--- src/hdl/charge_counter_pkg.sv ---
// constants, register map and field layout of the charge counter readout
package charge_counter_pkg;

    // ****************************************
    // bus and counter geometry
    // ****************************************
    localparam int ADDR_W = 8;
    localparam int DATA_W = 32;
    localparam int COUNT_W = 16;
    localparam int BYTE_W = 8;
    localparam int NUM_CH = 3;
    localparam int PRE_W = 6;
    localparam int SEL_W = 2;

    // ****************************************
    // register indexes; byte address is four times the index
    // ****************************************
    localparam logic [7:0] IDX_RAIL_A_CHARGE_HIGH = 8'h13;
    localparam logic [7:0] IDX_RAIL_A_CHARGE_LOW = 8'h14;
    localparam logic [7:0] IDX_RAIL_B_ACTIVE_CHARGE_HIGH = 8'h15;
    localparam logic [7:0] IDX_RAIL_B_ACTIVE_CHARGE_LOW = 8'h16;
    localparam logic [7:0] IDX_RAIL_B_SLEEP_CHARGE_HIGH = 8'h17;
    localparam logic [7:0] IDX_RAIL_B_SLEEP_CHARGE_LOW = 8'h18;
    localparam logic [7:0] IDX_CHARGE_COUNTER_CONTROL = 8'h1A;

    // channel order: 0 rail A, 1 rail B active, 2 rail B sleep
    localparam logic [7:0] HIGH_IDX [NUM_CH] = '{IDX_RAIL_A_CHARGE_HIGH,
        IDX_RAIL_B_ACTIVE_CHARGE_HIGH, IDX_RAIL_B_SLEEP_CHARGE_HIGH};
    localparam logic [7:0] LOW_IDX [NUM_CH] = '{IDX_RAIL_A_CHARGE_LOW,
        IDX_RAIL_B_ACTIVE_CHARGE_LOW, IDX_RAIL_B_SLEEP_CHARGE_LOW};

    // ****************************************
    // reset values and fields
    // ****************************************
    localparam logic [COUNT_W-1:0] COUNT_RESET = 16'h0000;
    localparam logic [BYTE_W-1:0] BYTE_RESET = 8'h00;
    localparam logic [SEL_W-1:0] PRESCALE_RESET = 2'h0;
    localparam int PRESCALE_LSB = 0;
    // pulses per step minus one, per pulse_prescale_select value: 1, 4, 16, 64
    localparam logic [PRE_W-1:0] PRESCALE_LIMIT [4] = '{6'h00, 6'h03, 6'h0F, 6'h3F};

    function automatic logic [ADDR_W-1:0] byte_addr(input logic [7:0] idx);
        byte_addr = ADDR_W'({idx, 2'b00});
    endfunction : byte_addr

endpackage : charge_counter_pkg

--- src/hdl/charge_channel.sv ---
// one charge counter: pulse synchroniser, prescaler, held counter, low-byte shadow
`timescale 1ns/100ps
module charge_channel
    import charge_counter_pkg::*;
(
    input wire logic clk,
    input wire logic srst,
    input wire logic pulse_async,
    input wire logic count_enable,
    input wire logic [charge_counter_pkg::SEL_W-1:0] prescale_sel,
    input wire logic hold,
    input wire logic take_shadow,
    output logic [charge_counter_pkg::COUNT_W-1:0] count_q,
    output logic [charge_counter_pkg::BYTE_W-1:0] shadow_q,
    output logic pend_q
);

    // ****************************************
    // state
    // ****************************************
    logic sync1_q, sync2_q, prev_q;
    logic [PRE_W-1:0] pre_q, pre_d;
    logic [COUNT_W-1:0] count_d;
    logic [BYTE_W-1:0] shadow_d;
    logic pend_d;
    logic pulse_edge, step;

    always_comb
    begin
        pulse_edge = sync2_q & ~prev_q & count_enable;
        step = pulse_edge & (pre_q >= PRESCALE_LIMIT[prescale_sel]);
        pre_d = pre_q;
        if (pulse_edge)
        begin
            pre_d = step ? '0 : pre_q + PRE_W'(1);
        end
        count_d = count_q;
        pend_d = pend_q;
        if (hold)
        begin
            // only one held step survives; more are lost, a known limitation
            if (step)
            begin
                pend_d = 1'b1;
            end
        end
        else
        begin
            count_d = count_q + COUNT_W'(step) + COUNT_W'(pend_q);
            pend_d = 1'b0;
        end
        // count is frozen by the same access, so the copy is coherent
        shadow_d = take_shadow ? count_q[BYTE_W-1:0] : shadow_q;
    end

    always_ff @(posedge clk)
    begin
        if (srst)
        begin
            sync1_q <= 1'b0;
            sync2_q <= 1'b0;
            prev_q <= 1'b0;
            pre_q <= '0;
            count_q <= COUNT_RESET;
            shadow_q <= BYTE_RESET;
            pend_q <= 1'b0;
        end
        else
        begin
            sync1_q <= pulse_async;
            sync2_q <= sync1_q;
            prev_q <= sync2_q;
            pre_q <= pre_d;
            count_q <= count_d;
            shadow_q <= shadow_d;
            pend_q <= pend_d;
        end
    end
endmodule : charge_channel

--- src/hdl/charge_counter_readout.sv ---
// avalon-mm register bank exposing three held, shadowed charge counters
//
// Decided for this implementation: the Avalon-MM interface to the registers.
`timescale 1ns/100ps
module charge_counter_readout
    import charge_counter_pkg::*;
(
    input wire logic clk,
    input wire logic srst,
    input wire logic [charge_counter_pkg::ADDR_W-1:0] address,
    input wire logic read,
    input wire logic write,
    input wire logic [charge_counter_pkg::DATA_W-1:0] writedata,
    output logic [charge_counter_pkg::DATA_W-1:0] readdata,
    output logic waitrequest,
    input wire logic pulse_rail_a,
    input wire logic pulse_rail_b,
    input wire logic sleep_mode
);

    // ****************************************
    // declarations
    // ****************************************
    logic [DATA_W-1:0] readdata_q, readdata_d;
    logic wait_q, wait_d;
    logic [SEL_W-1:0] prescale_q, prescale_d;
    logic request, capture, complete;
    logic [NUM_CH-1:0] pulse_vec, enable_vec, hold_vec, shadow_vec, pend_vec;
    logic [NUM_CH-1:0] hit_high, hit_low;
    logic hit_ctrl;
    logic [COUNT_W-1:0] count_arr [NUM_CH];
    logic [BYTE_W-1:0] shadow_arr [NUM_CH];

    assign readdata = readdata_q;
    assign waitrequest = wait_q;

    // ****************************************
    // pulse routing
    // ****************************************
    // rail B pulses go to the counter of the current energy mode
    assign pulse_vec = {pulse_rail_b, pulse_rail_b, pulse_rail_a};
    assign enable_vec = {sleep_mode, ~sleep_mode, 1'b1};

    // ****************************************
    // address decode
    // ****************************************
    always_comb
    begin
        request = read | write;
        capture = request & wait_q;
        complete = request & ~wait_q;
        hit_ctrl = address == byte_addr(IDX_CHARGE_COUNTER_CONTROL);
        for (int i = 0; i < NUM_CH; i++)
        begin
            hit_high[i] = address == byte_addr(HIGH_IDX[i]);
            hit_low[i] = address == byte_addr(LOW_IDX[i]);
            // any access to a counter byte freezes it; the host keeps these short
            hold_vec[i] = request & (hit_high[i] | hit_low[i]);
            shadow_vec[i] = capture & read & hit_high[i];
        end
    end

    // ****************************************
    // counters
    // ****************************************
    generate
        for (genvar g = 0; g < NUM_CH; g++)
        begin : gen_ch
            charge_channel i_charge_channel (
                .clk(clk),
                .srst(srst),
                .pulse_async(pulse_vec[g]),
                .count_enable(enable_vec[g]),
                .prescale_sel(prescale_q),
                .hold(hold_vec[g]),
                .take_shadow(shadow_vec[g]),
                .count_q(count_arr[g]),
                .shadow_q(shadow_arr[g]),
                .pend_q(pend_vec[g])
            );
        end
    endgenerate

    // ****************************************
    // bus slave: one wait cycle, then completion
    // ****************************************
    always_comb
    begin
        wait_d = ~capture;
        readdata_d = readdata_q;
        prescale_d = prescale_q;
        if (capture & read)
        begin
            // unmapped addresses and reserved bits read as zero
            readdata_d = '0;
            if (hit_ctrl)
            begin
                readdata_d[PRESCALE_LSB +: SEL_W] = prescale_q;
            end
            else if (hit_high[0])
            begin
                readdata_d[BYTE_W-1:0] = count_arr[0][COUNT_W-1:BYTE_W];
            end
            else if (hit_low[0])
            begin
                readdata_d[BYTE_W-1:0] = shadow_arr[0];
            end
            else if (hit_high[1])
            begin
                readdata_d[BYTE_W-1:0] = count_arr[1][COUNT_W-1:BYTE_W];
            end
            else if (hit_low[1])
            begin
                readdata_d[BYTE_W-1:0] = shadow_arr[1];
            end
            else if (hit_high[2])
            begin
                readdata_d[BYTE_W-1:0] = count_arr[2][COUNT_W-1:BYTE_W];
            end
            else if (hit_low[2])
            begin
                readdata_d[BYTE_W-1:0] = shadow_arr[2];
            end
        end
        // counter bytes ignore writes; only the control register takes one
        if (complete & write & hit_ctrl)
        begin
            prescale_d = writedata[PRESCALE_LSB +: SEL_W];
        end
    end

    always_ff @(posedge clk)
    begin
        if (srst)
        begin
            wait_q <= 1'b1;
            readdata_q <= '0;
            prescale_q <= PRESCALE_RESET;
        end
        else
        begin
            wait_q <= wait_d;
            readdata_q <= readdata_d;
            prescale_q <= prescale_d;
        end
    end
endmodule : charge_counter_readout

--- config.mk ---
export PLATFORM = sky130hd
export DESIGN_NAME = charge_counter_readout
export DESIGN_NICKNAME = d
export VERILOG_FILES = /design/src/hdl/charge_counter_pkg.sv /design/src/hdl/charge_channel.sv /design/src/hdl/charge_counter_readout.sv
export SDC_FILE = /design/constraint.sdc
export NUM_CORES = 1
export LEC_CHECK = 0
export BUFFER_PORTS_ARGS = -buffer_cell sky130_fd_sc_hd__clkbuf_2
export CORE_MARGIN = 2
export CORE_UTILIZATION = 40
export DETAILED_ROUTE_END_ITERATION = 6
export SLEW_MARGIN = 20
export SYNTH_ARGS = -nofsm -noshare
export SYNTH_HDL_FRONTEND = slang
export SYNTH_SLANG_ARGS = --single-unit
export TNS_END_PERCENT = 5
--- constraint.sdc ---
create_clock -name clk -period 3.1 [get_ports clk]
set_input_delay 0.31 -clock clk [delete_from_list [all_inputs] [get_ports clk]]
set_output_delay 0.31 -clock clk [all_outputs]
set_load 0.005 [all_outputs]
==> impl_metrics.tcl, run 1 <==
set metrics [dict create \
    outcome "finished clean" \
    power.share.clock 0.410 \
    holdBufCountCts 0 \
    nFillCells 1348 \
    rrSetupSlack_ps 250 \
    synth_top_family_by_area "simple AND/OR/NAND/NOR gates" \
    yosys.area_share.simple 0.2232 \
    avgViaCountPerCell 5.365 \
    cts_tree "yes" \
    grt_use_total 0.1795 \
    path_common_cell "ha_1" \
    ys_warn_count 0 \
    seq_area_frac_synth 0.3874 \
    netlist.area_leader.share 0.3874 \
    crit_start "prescale_q[1]" \
    post-route-period-util 0.9207 \
    critical_path.top_delay_family "adder cells" \
    grt_setup_unrepaired "no" \
    setup_ws_ps 245.9 \
    synthTopCellsByArea "dfxtp_1, ha_1, nor2_1, mux2i_1, xor2_1" \
    crit_path_start_kind "register" \
    comb_power_share 0.048 \
    drc 0 \
    rows 43 \
    synth_top_cell_by_area "dfxtp_1" \
    ir_worst_vdd_mv 0.2659 \
    cap_viol_max_count 0 \
    cp_slowest_stage_delay_ps 380 \
    synthMuxAreaShare 0.05987 \
    setup_violations 0 \
    power.switching_uw 609.5 \
    finalWeightedCongestion 0.8392 \
    internal-power_mw 2.021 \
    clk_latency_ps 360 \
    synth_flop_cell "dfxtp_1" \
    crit_arrival_ps 3090 \
    place_inst 823 \
    pre_cts_ws_ps -63.98 \
    synth_area_mm2 0.005684 \
    crit_path_end_kind "register" \
    final_cell_mix "dfxtp_1, nor2_1, nand2_1, a21oi_1, mux2i_1" \
    r2r_end "gen_ch[2].i_charge_channel.count_q[14]" \
    crit_type "reg -> reg" \
    grt_max_degree 46 \
    drv_slew 0 \
    synth_xor_area_frac 0.07088 \
    fin_area_mm2 0.006235 \
    die-area_mm2 0.01518 \
    finClkSkew_ps 7.305 \
    cts_sinks 110 \
    die_y_um 123.2 \
    tightest_slew_ps 814.2 \
    min_period_ps 2854 \
    cts_root_buf "clkbuf_16" \
    hold_viol 0 \
    layout_commonest_cell "dfxtp_1" \
    drt_iter0_drc 321 \
    start_util 0.4095 \
    worstSetupEndpoint "gen_ch[2].i_charge_channel.count_q[14]" \
    drive_gt1_frac 0.1320 \
    crit_fanout 6 \
    grt_pass1_wl_um 21050 \
    crit_chain "inv_1 > ha_1 > o2111ai_1 > o21ai_0 > and2_1 > fa_1 > ha_1 > nand3_1 > nor4_1 > xnor2_1 > nor2_1" \
    routedWlPerCell_um 15.30 \
    required_ps 3330 \
    fin_nets 726 \
    cts_buffers 9 \
    wirelength_um 12840 \
    p_seq_frac 0.542 \
    via_count 4501 \
    slowest_stage "dfxtp_4" \
    detail-route-antenna-nets 0 \
    slew_headroom 0.4572 \
    instances_no_fill 839 \
    syn_inst 635 \
    postPlaceCellArea_mm2 0.005942 \
    p_sw_frac 0.2317 \
    r2r_cells 11 \
    power_per_cell_area_mw_per_mm2 421.9 \
    r2r_start "prescale_q[1]" \
    async_reset_ff_frac 0 \
    utilization 0.4492 \
    synth_compound_area_frac 0.1347 \
    die_w_um 123.2 \
    synth_seq_cells 110 \
    clockBufferDepth 2 \
    grt_remaining_overflow 0 \
    crit_buf_inv 1 \
    leakage_nw 2.269 \
    synth_edf_count 0 \
    hpwl_um 9414 \
    clkTransAtPathRegs_ps 70 \
    design.core.area_mm2 0.01388 \
    drtPass1Iterations 5 \
    postSynthAreaPerCell_um2 8.951 \
    synth.distinct_cells 65 \
    n_antenna_cell 0 \
    fin_setup_tns_ps 0 \
    area_growth_pct 9.685 \
    p_total_mw 2.631 \
    antenna_found_initial 0 \
    clock.fmax_ghz 0.3504 \
    hold_class "in -> reg" \
    hold_slack_ps 168.6 \
    crit_cells 11 \
    ios 80 \
    synthAdderAreaFrac 0.05899 \
    grt_pass1_vias 4240 \
    ctsHtreeMaxLevel 3 \
    portBuffers 25 \
]
## power by group through the flow
stage | combinational, mW | sequential (mW) | clock, mW
6_report | 0.127 | 1.43 | 1.08
2_1_floorplan | 0.107 | 1.46 | 0
3_5_place_dp | 0.126 | 1.46 | 0
5_1_grt | 0.143 | 1.43 | 1.16
3_3_place_gp | 0.123 | 1.46 | 0
4_1_cts | 0.128 | 1.43 | 1.11
## logic make-up (layout without fill, tap and decap cells)
kind of cell,Yosys count,count (layout)
AO/OA/AOI/OAI,111,111
XOR/XNOR,46,46
adder cells (fa/ha/maj),25,25
buffers and inverters,65,66
flip-flops,110,110
multiplexers,32,32
other,1,24
AND/OR/NAND/NOR,245,245
## routing by layer
metal / share of wire / vias to the layer above / GRT usage
met5: 0 / - / 0
met4: 0.016 / 0 / 0.06250
met3: 0.035 / 14 / 0.04151
met2: 0.48 / 62 / 0.2912
met1: 0.47 / 2173 / 0.2341
li1: - / 2252 / -
## Yosys cell counts, types with 4 or more instances
library cell,n
nor2_1,72
mux2_2,5
a22o_1,6
mux2i_1,25
or3_1,14
nor4_1,10
nand4_1,15
buf_2,7
a22oi_1,5
inv_1,6
o21ai_0,6
nor2b_1,11
xnor2_1,22
xor2_1,24
ha_1,22
o2111ai_1,4
nand3b_1,4
nand2_1,48
o211ai_2,5
clkbuf_1,23
nand3_1,22
a211oi_1,12
nor3_1,20
buf_4,26
o21ai_1,18
a21oi_1,33
dfxtp_1,110
## timing repair
item	CTS	global route
gates cloned	0	0
pin swaps	0	1
gates resized for setup	1	8
setup endpoints to repair	4	30
setup buffers	0	0
hold endpoints to repair	0	0
## how the worst min path moves through the flow
| stage | start | to | slack (ps) | cells after the start |
|---|---|---|---|---|
| floorplan | gen_ch[0].i_charge_channel.sync1_q | gen_ch[0].i_charge_channel.sync2_q | 410 | 1 |
| global placement | gen_ch[0].i_charge_channel.sync1_q | gen_ch[0].i_charge_channel.sync2_q | 420 | 1 |
| detailed placement | gen_ch[1].i_charge_channel.sync1_q | gen_ch[1].i_charge_channel.sync2_q | 430 | 1 |
| CTS | pulse_rail_b | gen_ch[1].i_charge_channel.sync1_q | 160 | 2 |
| global route | pulse_rail_b | gen_ch[1].i_charge_channel.sync1_q | 190 | 2 |
| finish | pulse_rail_b | gen_ch[1].i_charge_channel.sync1_q | 170 | 2 |
## layout make-up
class | count | area (um^2) | area share
Tap cell | 180 | 225.2 | 0.03612
Inverter | 6 | 22.52 | 0.003612
Clock buffer | 12 | 246.5 | 0.03953
Clock inverter | 4 | 22.52 | 0.003612
Multi-Input combinational cell | 483 | 3238 | 0.5194
Timing Repair Buffer | 44 | 270.3 | 0.04335
Sequential cell | 110 | 2210 | 0.3544
## state kept, by name, summed over array words and instances, names as in the netlist
signal,flops
gen_ch.i_charge_channel.sync1_q,2
waitrequest,1
gen_ch.i_charge_channel.pre_q,18
gen_ch.i_charge_channel.pend_q,3
gen_ch.i_charge_channel.shadow_q,24
prescale_q,2
gen_ch.i_charge_channel.count_q,48
gen_ch.i_charge_channel.prev_q,2
readdata,8
gen_ch.i_charge_channel.sync2_q,2
No activity file was read; power rests on OpenSTA's default activity.
==> inputs of run 2 (changes only) <==
--- a/config.mk
+++ b/config.mk
@@ -5,10 +5,10 @@
 export SDC_FILE = /design/constraint.sdc
 export NUM_CORES = 1
 export LEC_CHECK = 0
-export BUFFER_PORTS_ARGS = -buffer_cell sky130_fd_sc_hd__clkbuf_2
-export CORE_MARGIN = 2
+export CORE_MARGIN = 8
 export CORE_UTILIZATION = 40
 export DETAILED_ROUTE_END_ITERATION = 6
+export DONT_BUFFER_PORTS = 1
 export SLEW_MARGIN = 20
 export SYNTH_ARGS = -nofsm -noshare
 export SYNTH_HDL_FRONTEND = slang
==> constraint.sdc (replaced) <==
create_clock -name clk -period 3.4 [get_ports clk]
set_input_delay 0.34 -clock clk [delete_from_list [all_inputs] [get_ports clk]]
set_output_delay 0.34 -clock clk [all_outputs]
set_load 0.005 [all_outputs]
==> run 2 against run 1 <==
Global-route usage fell by 3.4 points. Design area fell by 3.8%. Final cell count fell by 4.5%. Highest routed layer unchanged.
==> impl_metrics.tcl, run 2 (synthesis results as in run 1) <==
set metrics [dict create \
    outcome "finished clean" \
    power.switching_uw 493.6 \
    crit_arrival_ps 3340 \
    clkTransAtPathRegs_ps 70 \
    path_common_cell "ha_1" \
    start_util 0.4095 \
    comb_power_share 0.029 \
    die_y_um 135.2 \
    hold_class "in -> reg" \
    detail-route-antenna-nets 0 \
    utilization 0.4322 \
    final_cell_mix "dfxtp_1, nor2_1, nand2_1, a21oi_1, mux2i_1" \
    crit_path_end_kind "register" \
    required_ps 3640 \
    ir_worst_vdd_mv 0.2521 \
    routedWlPerCell_um 16.07 \
    setup_violations 0 \
    hpwl_um 9253 \
    layout_commonest_cell "dfxtp_1" \
    crit_path_start_kind "register" \
    slew_headroom 0.4790 \
    die-area_mm2 0.01828 \
    clk_latency_ps 350 \
    ios 80 \
    crit_fanout 8 \
    grt_pass1_wl_um 21610 \
    clockBufferDepth 2 \
    grt_use_total 0.1459 \
    instances_no_fill 801 \
    rows 43 \
    finalWeightedCongestion 0.7872 \
    slowest_stage "dfxtp_1" \
    cts_root_buf "clkbuf_16" \
    cts_sinks 110 \
    ctsHtreeMaxLevel 3 \
    die_w_um 135.2 \
    fin_setup_tns_ps 0 \
    drt_iter0_drc 304 \
    wirelength_um 12870 \
    largest_reg_flops 48 \
    min_period_ps 3103 \
    largestRegisters "gen_ch.i_charge_channel.count_q x48, gen_ch.i_charge_channel.shadow_q x24, gen_ch.i_charge_channel.pre_q x18" \
    p_seq_frac 0.567 \
    clock.fmax_ghz 0.3222 \
    leakage_nw 2.095 \
    cap_viol_max_count 0 \
    antenna_found_initial 0 \
    cp_slowest_stage_delay_ps 480 \
    area_growth_pct 5.547 \
    grt_pass1_vias 4318 \
    drc 0 \
    hold_viol 0 \
    cts_tree "yes" \
    pre_cts_ws_ps 166.4 \
    avgViaCountPerCell 5.397 \
    nFillCells 1396 \
    drtPass1Iterations 4 \
    internal-power_mw 1.804 \
    p_sw_frac 0.2149 \
    holdBufCountCts 0 \
    grt_max_degree 111 \
    drv_slew 0 \
    cts_buffers 9 \
    power.share.clock 0.404 \
    power_per_cell_area_mw_per_mm2 382.9 \
    crit_chain "nand2_2 > ha_1 > a21o_1 > a21oi_1 > o21ai_0 > and2_1 > fa_1 > ha_1 > nand2_1 > a41oi_1 > buf_4 > nand3_1 > xor2_1 > nor2_1" \
    grt_remaining_overflow 0 \
    finClkSkew_ps 9.193 \
    place_inst 788 \
    setup_ws_ps 296.6 \
    multi_input_area_mm2 0.003237 \
    fin_nets 691 \
    post_cts_buffers 0 \
    post-route-period-util 0.9128 \
    n_antenna_cell 0 \
    seq_area_mm2 0.002202 \
    via_count 4323 \
    top_register "gen_ch.i_charge_channel.count_q" \
    design.core.area_mm2 0.01388 \
    crit_type "reg -> reg" \
    tightest_slew_ps 781.5 \
    drive_gt1_frac 0.07568 \
    portBuffers 0 \
    grt_setup_unrepaired "no" \
]
run 2: cell count changes in the layout (fill, tap and decap cells not counted), sizes merged:
cell / delta
buf: -11
clkbuf: -25
clkinv: -2
run 2: repair_timing:
action | CTS | global route
hold endpoints to repair | 0 | 0
gates resized for setup | 0 | 3
setup endpoints to repair | 0 | 3
run 2: path summary, 6_finish.rpt:
kind,start,endpoint,slack [ps],depth (start not counted)
worst max-delay path,prescale_q[1],gen_ch[1].i_charge_channel.count_q[10],300,14
worst min-delay path,srst,gen_ch[0].i_charge_channel.sync2_q,60,1
worst max register to register,prescale_q[1],gen_ch[1].i_charge_channel.count_q[10],300,14
worst min register to register,gen_ch[0].i_charge_channel.sync1_q,gen_ch[0].i_charge_channel.sync2_q,430,1
run 2: power by group through the flow:
stage / Combinational (mW) / Clock [mW] / Sequential, mW
after floorplan: 0.0974 / 0 / 1.33
after global placement: 0.0636 / 0 / 1.33
after detailed placement: 0.0649 / 0 / 1.33
after CTS: 0.0652 / 0.961 / 1.30
after global routing: 0.0739 / 1.02 / 1.30
final: 0.0658 / 0.929 / 1.30
run 2: metrics by stage:
stage	total power [mW]	instance area (um^2)	hold slack, ps
2_1_floorplan	1.427	5771	413.8
3_3_place_gp	1.396	5739	421.3
3_5_place_dp	1.397	5739	420.9
4_1_cts	2.329	5984	40.97
5_1_grt	2.399	6000	34.75
6_report	2.297	6000	58.60
run 2: area by class of cell:
class,instances,area share
clock buffers,11,0.03879
multi-input cells,483,0.5395
well taps,180,0.03754
repair buffers,9,0.01126
inverters,6,0.003754
flip-flops and latches,110,0.3670
clock inverters,2,0.002086
run 2: layer usage:
metal | vias up | global-route usage | wire, um
li1 | 2180 | - | -
met1 | 2060 | 0.1804 | 5859
met5 | - | 0 | 0
met3 | 8 | 0.04674 | 817
met4 | 0 | 0.05614 | 153
met2 | 75 | 0.2314 | 6042
run 2: critical path: cells and delay by family, from the launching register on:
family	cells	cell delay, ps
DFF	1	480
and+or+nand+nor	5	670
AOI/OAI and AO/OA	4	530
buffers and inverters	1	200
xor gates and xnor gates	1	180
adders and majority gates	3	940
==> inputs of run 3 (changes only) <==
--- a/config.mk
+++ b/config.mk
@@ -6,7 +6,7 @@
 export NUM_CORES = 1
 export LEC_CHECK = 0
 export CORE_MARGIN = 8
-export CORE_UTILIZATION = 40
+export CORE_UTILIZATION = 35
 export DETAILED_ROUTE_END_ITERATION = 6
 export DONT_BUFFER_PORTS = 1
 export SLEW_MARGIN = 20
==> run 3 against run 2 <==
Largest cell class unchanged. Critical path type unchanged. Combinational power is 3% lower. Die area rose by 13%. Fmax down 2.2%. Worst hold slack gained 3.1 ps. Via count rose by 3.0%. Global-route usage shrank 1.9 points. Non-clock buffer count is 1 higher. Routed wire length is 1.2% lower.
==> impl_metrics.tcl, run 3 (synthesis results as in run 1) <==
set metrics [dict create \
    grt_util_met2 0.2102 \
    design.core.area_mm2 0.01589 \
    portBuffers 0 \
    cts_root_buf "clkbuf_16" \
    start_util 0.3578 \
    fin_nets 692 \
    drtPass1Iterations 4 \
    rrSetupSlack_ps 230 \
    largest_reg_flops 48 \
    drv_slew 0 \
    grt_remaining_overflow 0 \
    grt_use_total 0.1264 \
    postPlaceCellArea_mm2 0.005792 \
    crit_fanout 7 \
    p_sw_frac 0.2179 \
    tightest_slew_ps 908.2 \
    ctsHtreeMaxLevel 3 \
    min_period_ps 3173 \
    gr-usage-met3 0.02123 \
    fin_area_mm2 0.006060 \
    power.share.clock 0.417 \
    internal-power_mw 1.832 \
    power_per_cell_area_mw_per_mm2 386.6 \
    grt_setup_unrepaired "no" \
    clk_latency_ps 340 \
    top_usage_layer "met2" \
    post_cts_buffers 0 \
    grt_max_degree 111 \
    cts_tree "yes" \
    ir_worst_vdd_mv 0.1856 \
    hold_class "in -> reg" \
    power.switching_uw 510.4 \
    clock.fmax_ghz 0.3151 \
    avgViaCountPerCell 5.300 \
    drive_gt1_frac 0.07532 \
    layout_commonest_cell "dfxtp_1" \
    crit_path_start_kind "register" \
    drt_iter0_drc 286 \
    hold_viol 0 \
    hpwl_um 9252 \
    crit_arrival_ps 3410 \
    routedWlPerCell_um 15.14 \
    final_cell_mix "dfxtp_1, nor2_1, nand2_1, a21oi_1, mux2i_1" \
    detail-route-antenna-nets 0 \
    drc 0 \
    via_count 4452 \
    n_antenna_cell 0 \
    grt_pass1_wl_um 20910 \
    rows 46 \
    wirelength_um 12720 \
    cap_viol_max_count 0 \
    area_growth_pct 6.604 \
    slew_headroom 0.3931 \
    crit_path_end_kind "register" \
    cts_buffers 9 \
    required_ps 3640 \
    use_met1 0.1525 \
    die-area_mm2 0.02058 \
    crit_type "reg -> reg" \
    cts_sinks 110 \
    antenna_found_initial 0 \
    p_seq_frac 0.556 \
    largestRegisters "gen_ch.i_charge_channel.count_q x48, gen_ch.i_charge_channel.shadow_q x24, gen_ch.i_charge_channel.pre_q x18" \
    finClkSkew_ps 6.458 \
    finalWeightedCongestion 0.8050 \
    outcome "finished clean" \
    ios 80 \
    comb_power_share 0.027 \
    holdBufCountCts 0 \
    setup_violations 0 \
    top_register "gen_ch.i_charge_channel.count_q" \
    fin_setup_tns_ps 0 \
    clkTransAtPathRegs_ps 70 \
    ctsResizeCount 0 \
    grt_pass1_vias 4199 \
    clockBufferDepth 2 \
    die_y_um 143.4 \
    post-route-period-util 0.9333 \
    leakage_nw 2.111 \
    die_w_um 143.4 \
]
==> run 3: final cells by class <==
class                           count  area (um^2)
Fill cell                        1598         9826
Multi-Input combinational cell    483         3222
Sequential cell                   110         2202
Tap cell                          216        270.3
Clock buffer                       12        246.5
Timing Repair Buffer               10        75.07
Inverter                            6        22.52
Clock inverter                      3        21.27
==> run 3: worst paths after layout <==
check | cells after the start | end | startpoint
max | 11 | gen_ch[0].i_charge_channel.count_q[15] | prescale_q[0]
max reg2reg | 11 | gen_ch[0].i_charge_channel.count_q[15] | prescale_q[0]
min | 1 | gen_ch[0].i_charge_channel.sync1_q | srst
min reg2reg | 1 | gen_ch[0].i_charge_channel.sync2_q | gen_ch[0].i_charge_channel.sync1_q
==> run 3: metal layers <==
| layer | wire length [um] | vias to the layer above |
|---|---|---|
| met3 | 602 | 27 |
| met5 | 0 | - |
| met2 | 6211 | 104 |
| met4 | 437 | 0 |
| li1 | - | 2179 |
| met1 | 5464 | 2142 |
==> run 3: through the flow <==
step	instances	setup slack (ps)	utilization	total power, mW	hold slack, ps
4_1_cts	840	218.1	0.3815	2.370	45.12
2_1_floorplan	658	304.1	-	1.427	413.8
6_report	840	226.7	0.3815	2.343	61.75
5_1_grt	840	29.85	0.3815	2.440	50.74
3_5_place_dp	825	233.4	0.3646	1.395	425.4
3_3_place_gp	825	285.7	0.3646	1.394	419.4
==> run 3: worst max-delay path: stages, from the launching register on <==
cell	delay, ps
dfxtp_1	450
nand2_1	230
ha_1	360
o2111ai_1	110
o21ai_0	280
and2_1	210
fa_1	250
and4_1	260
nand2_1	90
nor4_1	360
nand3_1	140
mux2_1	320
==> run 3: power groups by stage <==
stage	clock network (mW)	logic (mW)	registers, mW
6_report	0.977	0.0639	1.30
5_1_grt	1.07	0.0711	1.30
4_1_cts	1.01	0.0633	1.30
3_5_place_dp	0	0.0629	1.33
3_3_place_gp	0	0.0620	1.33
2_1_floorplan	0	0.0974	1.33
